## config.mk

```make
export PLATFORM = sky130hd
export DESIGN_NAME = rtct_top
export DESIGN_NICKNAME = d
export VERILOG_FILES = /design/src/pkg/rtct_pkg.sv /design/src/design/rtct_gp_mem.sv /design/src/design/rtct_top.sv
export VERILOG_INCLUDE_DIRS = /design/src /design/src/pkg
export SDC_FILE = /design/constraint.sdc
export NUM_CORES = 1
export LEC_CHECK = 0
export BUFFER_PORTS_ARGS = -buffer_cell sky130_fd_sc_hd__buf_4
export CAP_MARGIN = 20
export CORE_MARGIN = 2
export CORE_UTILIZATION = 30
export CTS_BUF_LIST = sky130_fd_sc_hd__clkbuf_8 sky130_fd_sc_hd__clkbuf_16
export DETAILED_ROUTE_END_ITERATION = 10
export PLACE_DENSITY_LB_ADDON = 0.15
export SYNTH_ARGS = -nofsm -noshare
export SYNTH_HDL_FRONTEND = slang
export SYNTH_SLANG_ARGS = --single-unit
export TNS_END_PERCENT = 5
```

## constraint.sdc

```tcl
create_clock -name clk_in -period 4 [get_ports clk_in]
set_clock_uncertainty 0.2 [all_clocks]
set_input_delay 0.4 -clock clk_in [delete_from_list [all_inputs] [get_ports clk_in]]
set_output_delay 0.4 -clock clk_in [all_outputs]
set_load 0.005 [all_outputs]
```

## src/pkg/rtct_params.svh

```systemverilog
// rtct_params.svh: register offsets, field positions, reset values, timing
// assumes a 32-bit word register port with byte addresses
`ifndef RTCT_PARAMS_SVH
`define RTCT_PARAMS_SVH

// ---------------------------------------------------------------------
// register offsets
// ---------------------------------------------------------------------
`define RTCT_OFS_CTRL   6'h00
`define RTCT_OFS_SYNC   6'h04
`define RTCT_OFS_COUNT  6'h08
`define RTCT_OFS_FLAG   6'h0c
`define RTCT_OFS_MASK   6'h10
`define RTCT_OFS_EVENT_CONTROL 6'h14
`define RTCT_OFS_TCTRL  6'h18
`define RTCT_OFS_TID    6'h1c
`define RTCT_OFS_STAMP  6'h20
`define RTCT_OFS_GP0    6'h24

// ---------------------------------------------------------------------
// field positions
// ---------------------------------------------------------------------
`define RTCT_CTRL_EN    0
`define RTCT_CTRL_CSYNC 1
`define RTCT_CTRL_MODE  2
`define RTCT_CTRL_PSEL  4
`define RTCT_CTRL_DMAJ  8
`define RTCT_TC_ACT     0
`define RTCT_TC_FALL    2
`define RTCT_TC_GPCLR   3
`define RTCT_FLAG_TAMP  0
`define RTCT_FLAG_PER   1

// ---------------------------------------------------------------------
// reset values and timing
// ---------------------------------------------------------------------
`define RTCT_RST_WORD   32'h0000_0000
`define RTCT_RST_FLAGS  9'h000
`define RTCT_SYNC_STG   2
`define RTCT_GP_WORDS   4

`endif

```

## src/pkg/rtct_pkg.sv

```systemverilog
// rtct_pkg.sv: types of the tamper rtc
// assumes rtct_params.svh holds all numeric constants
package rtct_pkg;

    typedef enum logic [1:0] {
        RTCT_MODE_CNT32 = 2'h0,
        RTCT_MODE_CNT16 = 2'h1,
        RTCT_MODE_CLOCK = 2'h2,
        RTCT_MODE_RSVD  = 2'h3
    } rtct_mode_t;

    typedef enum logic [1:0] {
        RTCT_ACT_OFF   = 2'h0,
        RTCT_ACT_WAKE  = 2'h1,
        RTCT_ACT_STAMP = 2'h2,
        RTCT_ACT_LAYER = 2'h3
    } rtct_act_t;

    typedef enum logic {
        RTCT_DET_IDLE = 1'b0,
        RTCT_DET_PEND = 1'b1
    } rtct_det_t;

endpackage : rtct_pkg

```

## src/design/rtct_gp_mem.sv

```systemverilog
// rtct_gp_mem.sv: general purpose word store with registered read
// assumes one write port and a wipe input on the same clock
`timescale 1ns/1ps
`include "rtct_params.svh"
module rtct_gp_mem (
    input  wire logic        clk_in,
    input  wire logic        rst_b_in,
    input  wire logic        wr_in,
    input  wire logic [1:0]  wr_idx_in,
    input  wire logic [31:0] wr_data_in,
    input  wire logic [1:0]  rd_idx_in,
    input  wire logic        wipe_in,
    output logic      [31:0] rd_data_out
);
    logic [31:0] word_reg [`RTCT_GP_WORDS];

    genvar gi;
    generate
        for (gi = 0; gi < `RTCT_GP_WORDS; gi++) begin : g_word
            always_ff @(posedge clk_in or negedge rst_b_in) begin
                if (!rst_b_in) begin
                    word_reg[gi] <= `RTCT_RST_WORD;
                end else if (wipe_in) begin
                    word_reg[gi] <= `RTCT_RST_WORD;
                end else if (wr_in && wr_idx_in == 2'(gi)) begin
                    word_reg[gi] <= wr_data_in;
                end
            end
        end
    endgenerate

    always_ff @(posedge clk_in or negedge rst_b_in) begin
        if (!rst_b_in) begin
            rd_data_out <= `RTCT_RST_WORD;
        end else begin
            rd_data_out <= word_reg[rd_idx_in];
        end
    end
endmodule : rtct_gp_mem

```

## src/design/rtct_top.sv

```systemverilog
// rtct_top.sv: counter with tamper capture, periodic events, interrupt
// assumes word register port, tamper and external reset pins asynchronous
//
// Our own choices: strobed register access and the register offsets.
`timescale 1ns/1ps
`include "rtct_params.svh"
module rtct_top (
    input  wire logic        clk_in,
    input  wire logic        rst_b_in,
    input  wire logic [5:0]  addr_in,
    input  wire logic [31:0] wdata_in,
    input  wire logic        wr_in,
    input  wire logic        rd_in,
    output logic      [31:0] rdata_out,
    input  wire logic        tamper_pin_in,
    input  wire logic        ext_rst_b_in,
    output logic             irq_out,
    output logic      [7:0]  periodic_event_out
);
    function automatic logic hit(input logic [5:0] a, input logic [5:0] ofs);
        return a == ofs;
    endfunction : hit

    // ---------------------------------------------------------------------
    // pin synchronisers
    // ---------------------------------------------------------------------
    logic [1:0] tamp_sync_reg;
    logic [1:0] xrst_sync_reg;
    always_ff @(posedge clk_in or negedge rst_b_in) begin
        if (!rst_b_in) begin
            tamp_sync_reg <= 2'h0;
            xrst_sync_reg <= 2'h3;
        end else begin
            tamp_sync_reg <= {tamp_sync_reg[0], tamper_pin_in};
            xrst_sync_reg <= {xrst_sync_reg[0], ext_rst_b_in};
        end
    end
    wire tamp_lvl = tamp_sync_reg[1];
    wire xrst_act = !xrst_sync_reg[1];

    // ---------------------------------------------------------------------
    // address decode
    // ---------------------------------------------------------------------
    wire [5:0] gp_ofs   = addr_in - `RTCT_OFS_GP0;
    wire       gp_hit   = addr_in >= `RTCT_OFS_GP0 && gp_ofs[5:4] == 2'h0
                          && gp_ofs[1:0] == 2'h0;
    wire       wr_ctrl  = wr_in && hit(addr_in, `RTCT_OFS_CTRL);
    wire       wr_count = wr_in && hit(addr_in, `RTCT_OFS_COUNT);
    wire       wr_flag  = wr_in && hit(addr_in, `RTCT_OFS_FLAG);
    wire       wr_mask  = wr_in && hit(addr_in, `RTCT_OFS_MASK);
    wire       wr_ev    = wr_in && hit(addr_in, `RTCT_OFS_EVENT_CONTROL);
    wire       wr_tc    = wr_in && hit(addr_in, `RTCT_OFS_TCTRL);
    wire       wr_tid   = wr_in && hit(addr_in, `RTCT_OFS_TID);
    wire       rd_count = rd_in && hit(addr_in, `RTCT_OFS_COUNT);
    wire       rd_flag  = rd_in && hit(addr_in, `RTCT_OFS_FLAG);
    wire       rd_stamp = rd_in && hit(addr_in, `RTCT_OFS_STAMP);

    // ---------------------------------------------------------------------
    // control registers
    // ---------------------------------------------------------------------
    logic                 en_req_reg;
    logic                 csync_req_reg;
    rtct_pkg::rtct_mode_t mode_reg;
    logic [3:0]           psel_reg;
    logic                 dmaj_reg;
    logic [8:0]           mask_reg;
    logic [7:0]           event_control_reg;
    rtct_pkg::rtct_act_t  act_reg;
    logic                 fall_reg;
    logic                 gpclr_reg;
    always_ff @(posedge clk_in or negedge rst_b_in) begin
        if (!rst_b_in) begin
            en_req_reg    <= 1'b0;
            csync_req_reg <= 1'b0;
            mode_reg      <= rtct_pkg::RTCT_MODE_CNT32;
            psel_reg      <= 4'h0;
            dmaj_reg      <= 1'b0;
            mask_reg      <= `RTCT_RST_FLAGS;
            event_control_reg    <= 8'h00;
            act_reg       <= rtct_pkg::RTCT_ACT_OFF;
            fall_reg      <= 1'b0;
            gpclr_reg     <= 1'b0;
        end else begin
            if (wr_ctrl) begin
                en_req_reg    <= wdata_in[`RTCT_CTRL_EN];
                csync_req_reg <= wdata_in[`RTCT_CTRL_CSYNC];
                mode_reg      <= rtct_pkg::rtct_mode_t'(wdata_in[`RTCT_CTRL_MODE +: 2]);
                psel_reg      <= wdata_in[`RTCT_CTRL_PSEL +: 4];
                dmaj_reg      <= wdata_in[`RTCT_CTRL_DMAJ];
            end
            if (wr_mask) mask_reg <= wdata_in[8:0];
            if (wr_ev) event_control_reg <= wdata_in[7:0];
            if (wr_tc) begin
                act_reg   <= rtct_pkg::rtct_act_t'(wdata_in[`RTCT_TC_ACT +: 2]);
                fall_reg  <= wdata_in[`RTCT_TC_FALL];
                gpclr_reg <= wdata_in[`RTCT_TC_GPCLR];
            end
        end
    end

    // ---------------------------------------------------------------------
    // control crossing into the count path and pending flags
    // ---------------------------------------------------------------------
    logic [`RTCT_SYNC_STG-1:0] en_pipe_reg;
    logic [`RTCT_SYNC_STG-1:0] cs_pipe_reg;
    always_ff @(posedge clk_in or negedge rst_b_in) begin
        if (!rst_b_in) begin
            en_pipe_reg <= '0;
            cs_pipe_reg <= '0;
        end else begin
            en_pipe_reg <= {en_pipe_reg[0], en_req_reg};
            cs_pipe_reg <= {cs_pipe_reg[0], csync_req_reg};
        end
    end
    wire en_eff   = en_pipe_reg[`RTCT_SYNC_STG-1];
    wire cs_eff   = cs_pipe_reg[`RTCT_SYNC_STG-1];
    wire busy_en  = en_req_reg != en_eff;
    wire busy_cs  = csync_req_reg != cs_eff;

    // ---------------------------------------------------------------------
    // prescaler, periodic events and counter
    // ---------------------------------------------------------------------
    logic [15:0] presc_reg;
    logic [31:0] count_reg;
    wire  [15:0] presc_inc  = presc_reg + 16'h0001;
    wire  [15:0] presc_rise = en_eff ? (presc_inc & ~presc_reg) : 16'h0000;
    // majority debounce only widens the feature gate, it never filters
    wire tamp_feat = act_reg != rtct_pkg::RTCT_ACT_OFF || dmaj_reg;
    wire per_ok    = psel_reg != 4'h0 || tamp_feat;
    wire [7:0] per_fire = per_ok ? presc_rise[7:0] : 8'h00;
    wire tick = psel_reg == 4'h0 ? en_eff : presc_rise[4'(psel_reg - 4'h1)];
    wire is16 = mode_reg == rtct_pkg::RTCT_MODE_CNT16;
    wire [31:0] cnt_tick = is16 ? {16'h0000, count_reg[15:0] + 16'h0001}
                                : count_reg + 32'h0000_0001;
    wire [31:0] cnt_wr   = is16 ? {16'h0000, wdata_in[15:0]} : wdata_in;
    always_ff @(posedge clk_in or negedge rst_b_in) begin
        if (!rst_b_in) begin
            presc_reg <= 16'h0000;
            count_reg <= `RTCT_RST_WORD;
        end else begin
            presc_reg <= en_eff ? presc_inc : 16'h0000;
            if (wr_count) count_reg <= cnt_wr;
            else if (tick) count_reg <= cnt_tick;
        end
    end

    // ---------------------------------------------------------------------
    // count read synchronisation
    // ---------------------------------------------------------------------
    logic        cs_prev_reg;
    logic        stale_reg;
    logic [31:0] snap_reg;
    always_ff @(posedge clk_in or negedge rst_b_in) begin
        if (!rst_b_in) begin
            cs_prev_reg <= 1'b0;
            stale_reg   <= 1'b0;
            snap_reg    <= `RTCT_RST_WORD;
        end else begin
            cs_prev_reg <= cs_eff;
            // the copy is frozen until the first read after enabling
            if (cs_eff && !cs_prev_reg) stale_reg <= 1'b1;
            else if (rd_count) stale_reg <= 1'b0;
            if (cs_eff && !stale_reg) snap_reg <= count_reg;
        end
    end
    wire [31:0] count_rd = cs_eff ? snap_reg : count_reg;

    // ---------------------------------------------------------------------
    // tamper detection
    // ---------------------------------------------------------------------
    rtct_pkg::rtct_det_t det_reg;
    logic        tprev_reg;
    logic        skip_reg;
    logic        lock_reg;
    logic        tid_reg;
    logic [31:0] stamp_reg;
    logic [8:0]  flag_reg;
    wire act_on   = act_reg != rtct_pkg::RTCT_ACT_OFF;
    wire layer    = act_reg == rtct_pkg::RTCT_ACT_LAYER;
    // majority debounce is not applied, the raw synced edge is used
    wire tedge    = fall_reg ? (tprev_reg && !tamp_lvl) : (!tprev_reg && tamp_lvl);
    wire armed    = act_on && (en_eff || layer);
    wire det_fire = det_reg == rtct_pkg::RTCT_DET_PEND && !xrst_act;
    wire tamp_set = det_fire && en_eff;
    wire cap      = det_fire && !lock_reg && !skip_reg;
    always_ff @(posedge clk_in or negedge rst_b_in) begin
        if (!rst_b_in) begin
            det_reg <= rtct_pkg::RTCT_DET_IDLE;
        end else begin
            case (det_reg)
                rtct_pkg::RTCT_DET_IDLE: begin
                    if (armed && tedge) det_reg <= rtct_pkg::RTCT_DET_PEND;
                end
                rtct_pkg::RTCT_DET_PEND: begin
                    det_reg <= rtct_pkg::RTCT_DET_IDLE;
                end
                default: begin
                    det_reg <= rtct_pkg::RTCT_DET_IDLE;
                end
            endcase
        end
    end

    always_ff @(posedge clk_in or negedge rst_b_in) begin
        if (!rst_b_in) begin
            tprev_reg <= 1'b0;
            skip_reg  <= 1'b0;
            lock_reg  <= 1'b0;
            stamp_reg <= `RTCT_RST_WORD;
        end else begin
            tprev_reg <= act_on ? tamp_lvl : 1'b0;
            if (det_reg == rtct_pkg::RTCT_DET_PEND && xrst_act) skip_reg <= 1'b1;
            else if (det_fire) skip_reg <= 1'b0;
            if (cap) lock_reg <= 1'b1;
            else if (rd_stamp) lock_reg <= 1'b0;
            if (cap) stamp_reg <= count_reg;
        end
    end

    // ---------------------------------------------------------------------
    // flags, source id, interrupt and event outputs
    // ---------------------------------------------------------------------
    // reading the timestamp is not a clear source; read of flags or w1c is
    wire [8:0] flg_clr = rd_flag ? 9'h1ff : (wr_flag ? wdata_in[8:0] : 9'h000);
    wire [8:0] flg_set = {per_fire, tamp_set};
    wire [8:0] flg_next = (flag_reg & ~flg_clr) | flg_set;
    always_ff @(posedge clk_in or negedge rst_b_in) begin
        if (!rst_b_in) begin
            flag_reg           <= `RTCT_RST_FLAGS;
            tid_reg            <= 1'b0;
            irq_out            <= 1'b0;
            periodic_event_out <= 8'h00;
        end else begin
            flag_reg           <= flg_next;
            tid_reg            <= tamp_set || (tid_reg && !(wr_tid && wdata_in[0]));
            irq_out            <= |(flag_reg & mask_reg);
            periodic_event_out <= per_fire & event_control_reg;
        end
    end

    // ---------------------------------------------------------------------
    // read port and general purpose store
    // ---------------------------------------------------------------------
    wire [31:0] ctrl_rd = {23'h0, dmaj_reg, psel_reg, mode_reg, csync_req_reg, en_req_reg};
    wire [31:0] rd_mux =
        hit(addr_in, `RTCT_OFS_CTRL)   ? ctrl_rd :
        hit(addr_in, `RTCT_OFS_SYNC)   ? {30'h0, busy_cs, busy_en} :
        hit(addr_in, `RTCT_OFS_COUNT)  ? count_rd :
        hit(addr_in, `RTCT_OFS_FLAG)   ? {23'h0, flag_reg} :
        hit(addr_in, `RTCT_OFS_MASK)   ? {23'h0, mask_reg} :
        hit(addr_in, `RTCT_OFS_EVENT_CONTROL) ? {24'h0, event_control_reg} :
        hit(addr_in, `RTCT_OFS_TCTRL)  ? {28'h0, gpclr_reg, fall_reg, act_reg} :
        hit(addr_in, `RTCT_OFS_TID)    ? {31'h0, tid_reg} :
        hit(addr_in, `RTCT_OFS_STAMP)  ? stamp_reg : 32'h0000_0000;
    logic [31:0] rdata_reg;
    logic        gp_sel_reg;
    logic [31:0] gp_rd;
    always_ff @(posedge clk_in or negedge rst_b_in) begin
        if (!rst_b_in) begin
            rdata_reg  <= `RTCT_RST_WORD;
            gp_sel_reg <= 1'b0;
        end else begin
            rdata_reg  <= rd_in ? rd_mux : 32'h0000_0000;
            gp_sel_reg <= rd_in && gp_hit;
        end
    end
    assign rdata_out = gp_sel_reg ? gp_rd : rdata_reg;

    rtct_gp_mem u_gp (
        .clk_in      (clk_in),
        .rst_b_in    (rst_b_in),
        .wr_in       (wr_in && gp_hit),
        .wr_idx_in   (gp_ofs[3:2]),
        .wr_data_in  (wdata_in),
        .rd_idx_in   (gp_ofs[3:2]),
        .wipe_in     (det_fire),
        .rd_data_out (gp_rd)
    );
endmodule : rtct_top

```

==> flow_metrics.tcl <==
set metrics [dict create \
    status "finished, final reports clean" \
    diodes 0 \
    htreeDepth 2 \
    syn_area_um2 17000 \
    fin_setup_tns_ns 0 \
    whs_ns 0.0457 \
    slew_headroom_pct 41.8 \
    ys.flop_type "dfrtp_1" \
    vias 12545 \
    start_kind "register" \
    place_congestion 0.825 \
    worstReg2RegStart "presc_reg[0]$_DFF_PN0_" \
    cap_violations 0 \
    wl_per_cell_um 21.4 \
    critPathLaunch "presc_reg[0]$_DFF_PN0_" \
    crit_path_end "count_reg[29]$_DFFE_PN0P_" \
    ios 85 \
    core_area_um2 56200 \
    p_per_area_nw_per_um2 523 \
    ys_seq_area_share_pct 54.2 \
    clock-root-buffer "clkbuf_16" \
    synth_edf_count 0 \
    largest_register_ffs 128 \
    yosysTopAreaCell "dfrtp_1" \
    viasPerCell 5.07 \
    dp_hpwl_mm 33.8 \
    grt_start_max_net_pins 96 \
    synth_cells 1606 \
    clk_pin_slew_ns 0.06 \
    hold_violations 0 \
    synth_area_leaders "dfrtp_1 54%, mux2_2 8.4%, nand2_1 7.2%" \
    crit_arrival_ns 3.84 \
    syn_to_final_growth_pct 19.1 \
    fp.dieW_um 242 \
    fmax_mhz 276 \
    reg2reg_to "count_reg[29]$_DFFE_PN0P_" \
    required_ns 4.22 \
    multi_input_area_um2 7190 \
    ir_drop_uv 273 \
    leakage_nw 8.89 \
    fp.dieArea_um2 58500 \
    grt_overflow_total 0 \
    cts_buffers 42 \
    ant_nets 0 \
    routed_wl_mm 52.9 \
    io_buffers 84 \
    rsz0062_at_grt "false" \
    start_util_pct 30.2 \
    yosysWarnings 0 \
    criticalPathCategory "reg -> reg" \
    layout-drive-gt1-share_pct 21.8 \
    fin_crit_ns 3.63 \
    grtUsageTotal_pct 18.2 \
    finalCritPeriodShare_pct 90.7 \
    placed_area_um2 18400 \
    synth_top_area_share_pct 53.9 \
    firstDrtPassIters 8 \
    synth_cell_type_count 73 \
    antenna_found_initial 0 \
    die_y_um 242 \
    rows 87 \
    synth_nets 1673 \
    hold_class "in -> reg" \
    cts_tree "built" \
    fillCellCount 5683 \
    avgSynthCellArea_um2 10.6 \
    clk_path_buf_depth 3 \
    grt_pass1_vias 12786 \
    final_nets 1756 \
    reg2reg_depth 14 \
    holdCritStartpoint "rd_in" \
    setup_viol_count_final 0 \
    grt_pass1_wl_mm 82.0 \
    cts.sinks 368 \
    ys_ff_latch 368 \
    seq_area_um2 9210 \
    clkLatencyLatePin_ns 0.57 \
    drt_iter0_markers 907 \
    crit_fanout 34 \
    slew_viol_final 0 \
    drc_errors 0 \
    worstMarginPinSlew_ns 0.871 \
    worst_setup_path_end_kind "register" \
    synth-async-reset-ratio_pct 100 \
    stdcell_area_um2 20200 \
    timing.reg2reg.setup_slack_ns 0.37 \
]
==> worst min-delay path by stage <==
stage                                    end  slack, ns  depth (start not counted)
finish                rdata_reg[0]$_DFF_PN0_       0.05                          3
global route            lock_reg$_DFFE_PN0P_       0.05                          3
CTS                   rdata_reg[0]$_DFF_PN0_       0.01                          3
detailed placement  en_pipe_reg[1]$_DFF_PN0_       0.14                          0
global placement    en_pipe_reg[1]$_DFF_PN0_       0.13                          0
floorplan             act_reg[0]$_DFFE_PN0P_       -0.1                          0
==> cell usage in the layout, fill, tap and decap left out, types with 19 or more instances in the layout <==
| master | instances |
|---|---|
| o211ai_1 | 22 |
| o21ai_0 | 41 |
| inv_1 | 36 |
| mux2i_1 | 33 |
| clkbuf_16 | 43 |
| mux2_2 | 127 |
| buf_4 | 115 |
| dfrtp_1 | 365 |
| nor2_1 | 102 |
| ha_1 | 23 |
| and3_1 | 19 |
| nand2_1 | 327 |
| dlygate4sd3_1 | 35 |
| mux4_2 | 35 |
| a21oi_1 | 178 |
==> metal layers <==
layer | vias up | wire (um) | track usage, %
li1 | 5760 | - | -
met1 | 6422 | 24600 | 25.9
met2 | 288 | 24800 | 28.7
met3 | 75 | 2250 | 3.02
met4 | 0 | 1270 | 5.03
met5 | - | 0 | 0
==> stage by stage <==
| stage | setup slack (ns) | power [mW] | std cells | util [%] |
|---|---|---|---|---|
| after CTS | 0.373 | 10.7 | 2476 | 36.0 |
| after global placement | 0.485 | 6.55 | 2366 | 32.8 |
| after global routing | 0.102 | 11.2 | 2476 | 36.0 |
| after floorplan | 0.641 | 5.95 | 1606 | - |
| final | 0.373 | 10.6 | 2476 | 36.0 |
| after detailed placement | 0.387 | 6.60 | 2366 | 32.8 |
==> synth_stat cells (all sizes together) (9+ instances only) <==
cell type and n:
nand3 18, o21ai 46, dfrtp 366, o311ai 9, mux4 35, a22oi 18
o211ai 22, buf 16, mux2 127, nor3 13, and2 10, nor2 102
clkbuf 100, a31oi 16, a21oi 179, nand2 327, mux2i 33, inv 31
and3 19, ha 23
==> report_power, final <==
part / switching [mW] / total [mW] / internal [mW] / leakage [nW]
clock network: 1.58 / 4.03 / 2.45 / 0.747
registers: 0.600 / 4.97 / 4.37 / 4.88
logic: 0.787 / 1.58 / 0.791 / 3.26
total: 2.96 / 10.6 / 7.62 / 8.89
==> cells by family after synthesis <==
family | Yosys count | share of synthesized area [%]
flip-flops | 368 | 54.2
buffers and inverters | 149 | 3.50
AND/OR/NAND/NOR | 530 | 13.3
XOR/XNOR | 9 | 0.464
AO/OA/AOI/OAI | 332 | 11.8
adder cells (fa/ha/maj) | 23 | 1.69
multiplexers | 195 | 15.0
==> worst max-delay path, cell delays in order, from the launching register on <==
cell,delay (ns)
dfrtp_1,0.45
ha_1,0.25
and3_1,0.16
and3_1,0.20
inv_1,0.10
nor3_1,0.07
and3_1,0.18
ha_1,0.18
mux4_2,0.45
o221a_2,0.28
a22o_4,0.26
o21ai_4,0.15
buf_12,0.20
nand4b_1,0.19
o311ai_0,0.14
==> timing repair <==
action,4_1_cts,5_1_grt
resized for setup,0,0
hold buffers,35,0
hold endpoints to repair,259,0
buffers inserted,0,0
==> layout make-up <==
cell class / instances / area share (%)
well taps: 756 / 4.67
inverters: 33 / 0.612
repair buffers: 155 / 6.47
flip-flops and latches: 368 / 45.5
clock buffers: 56 / 6.20
multi-input cells: 1089 / 35.6
clock inverters: 19 / 0.971
Note: power is estimated with default switching activity, not from simulation.
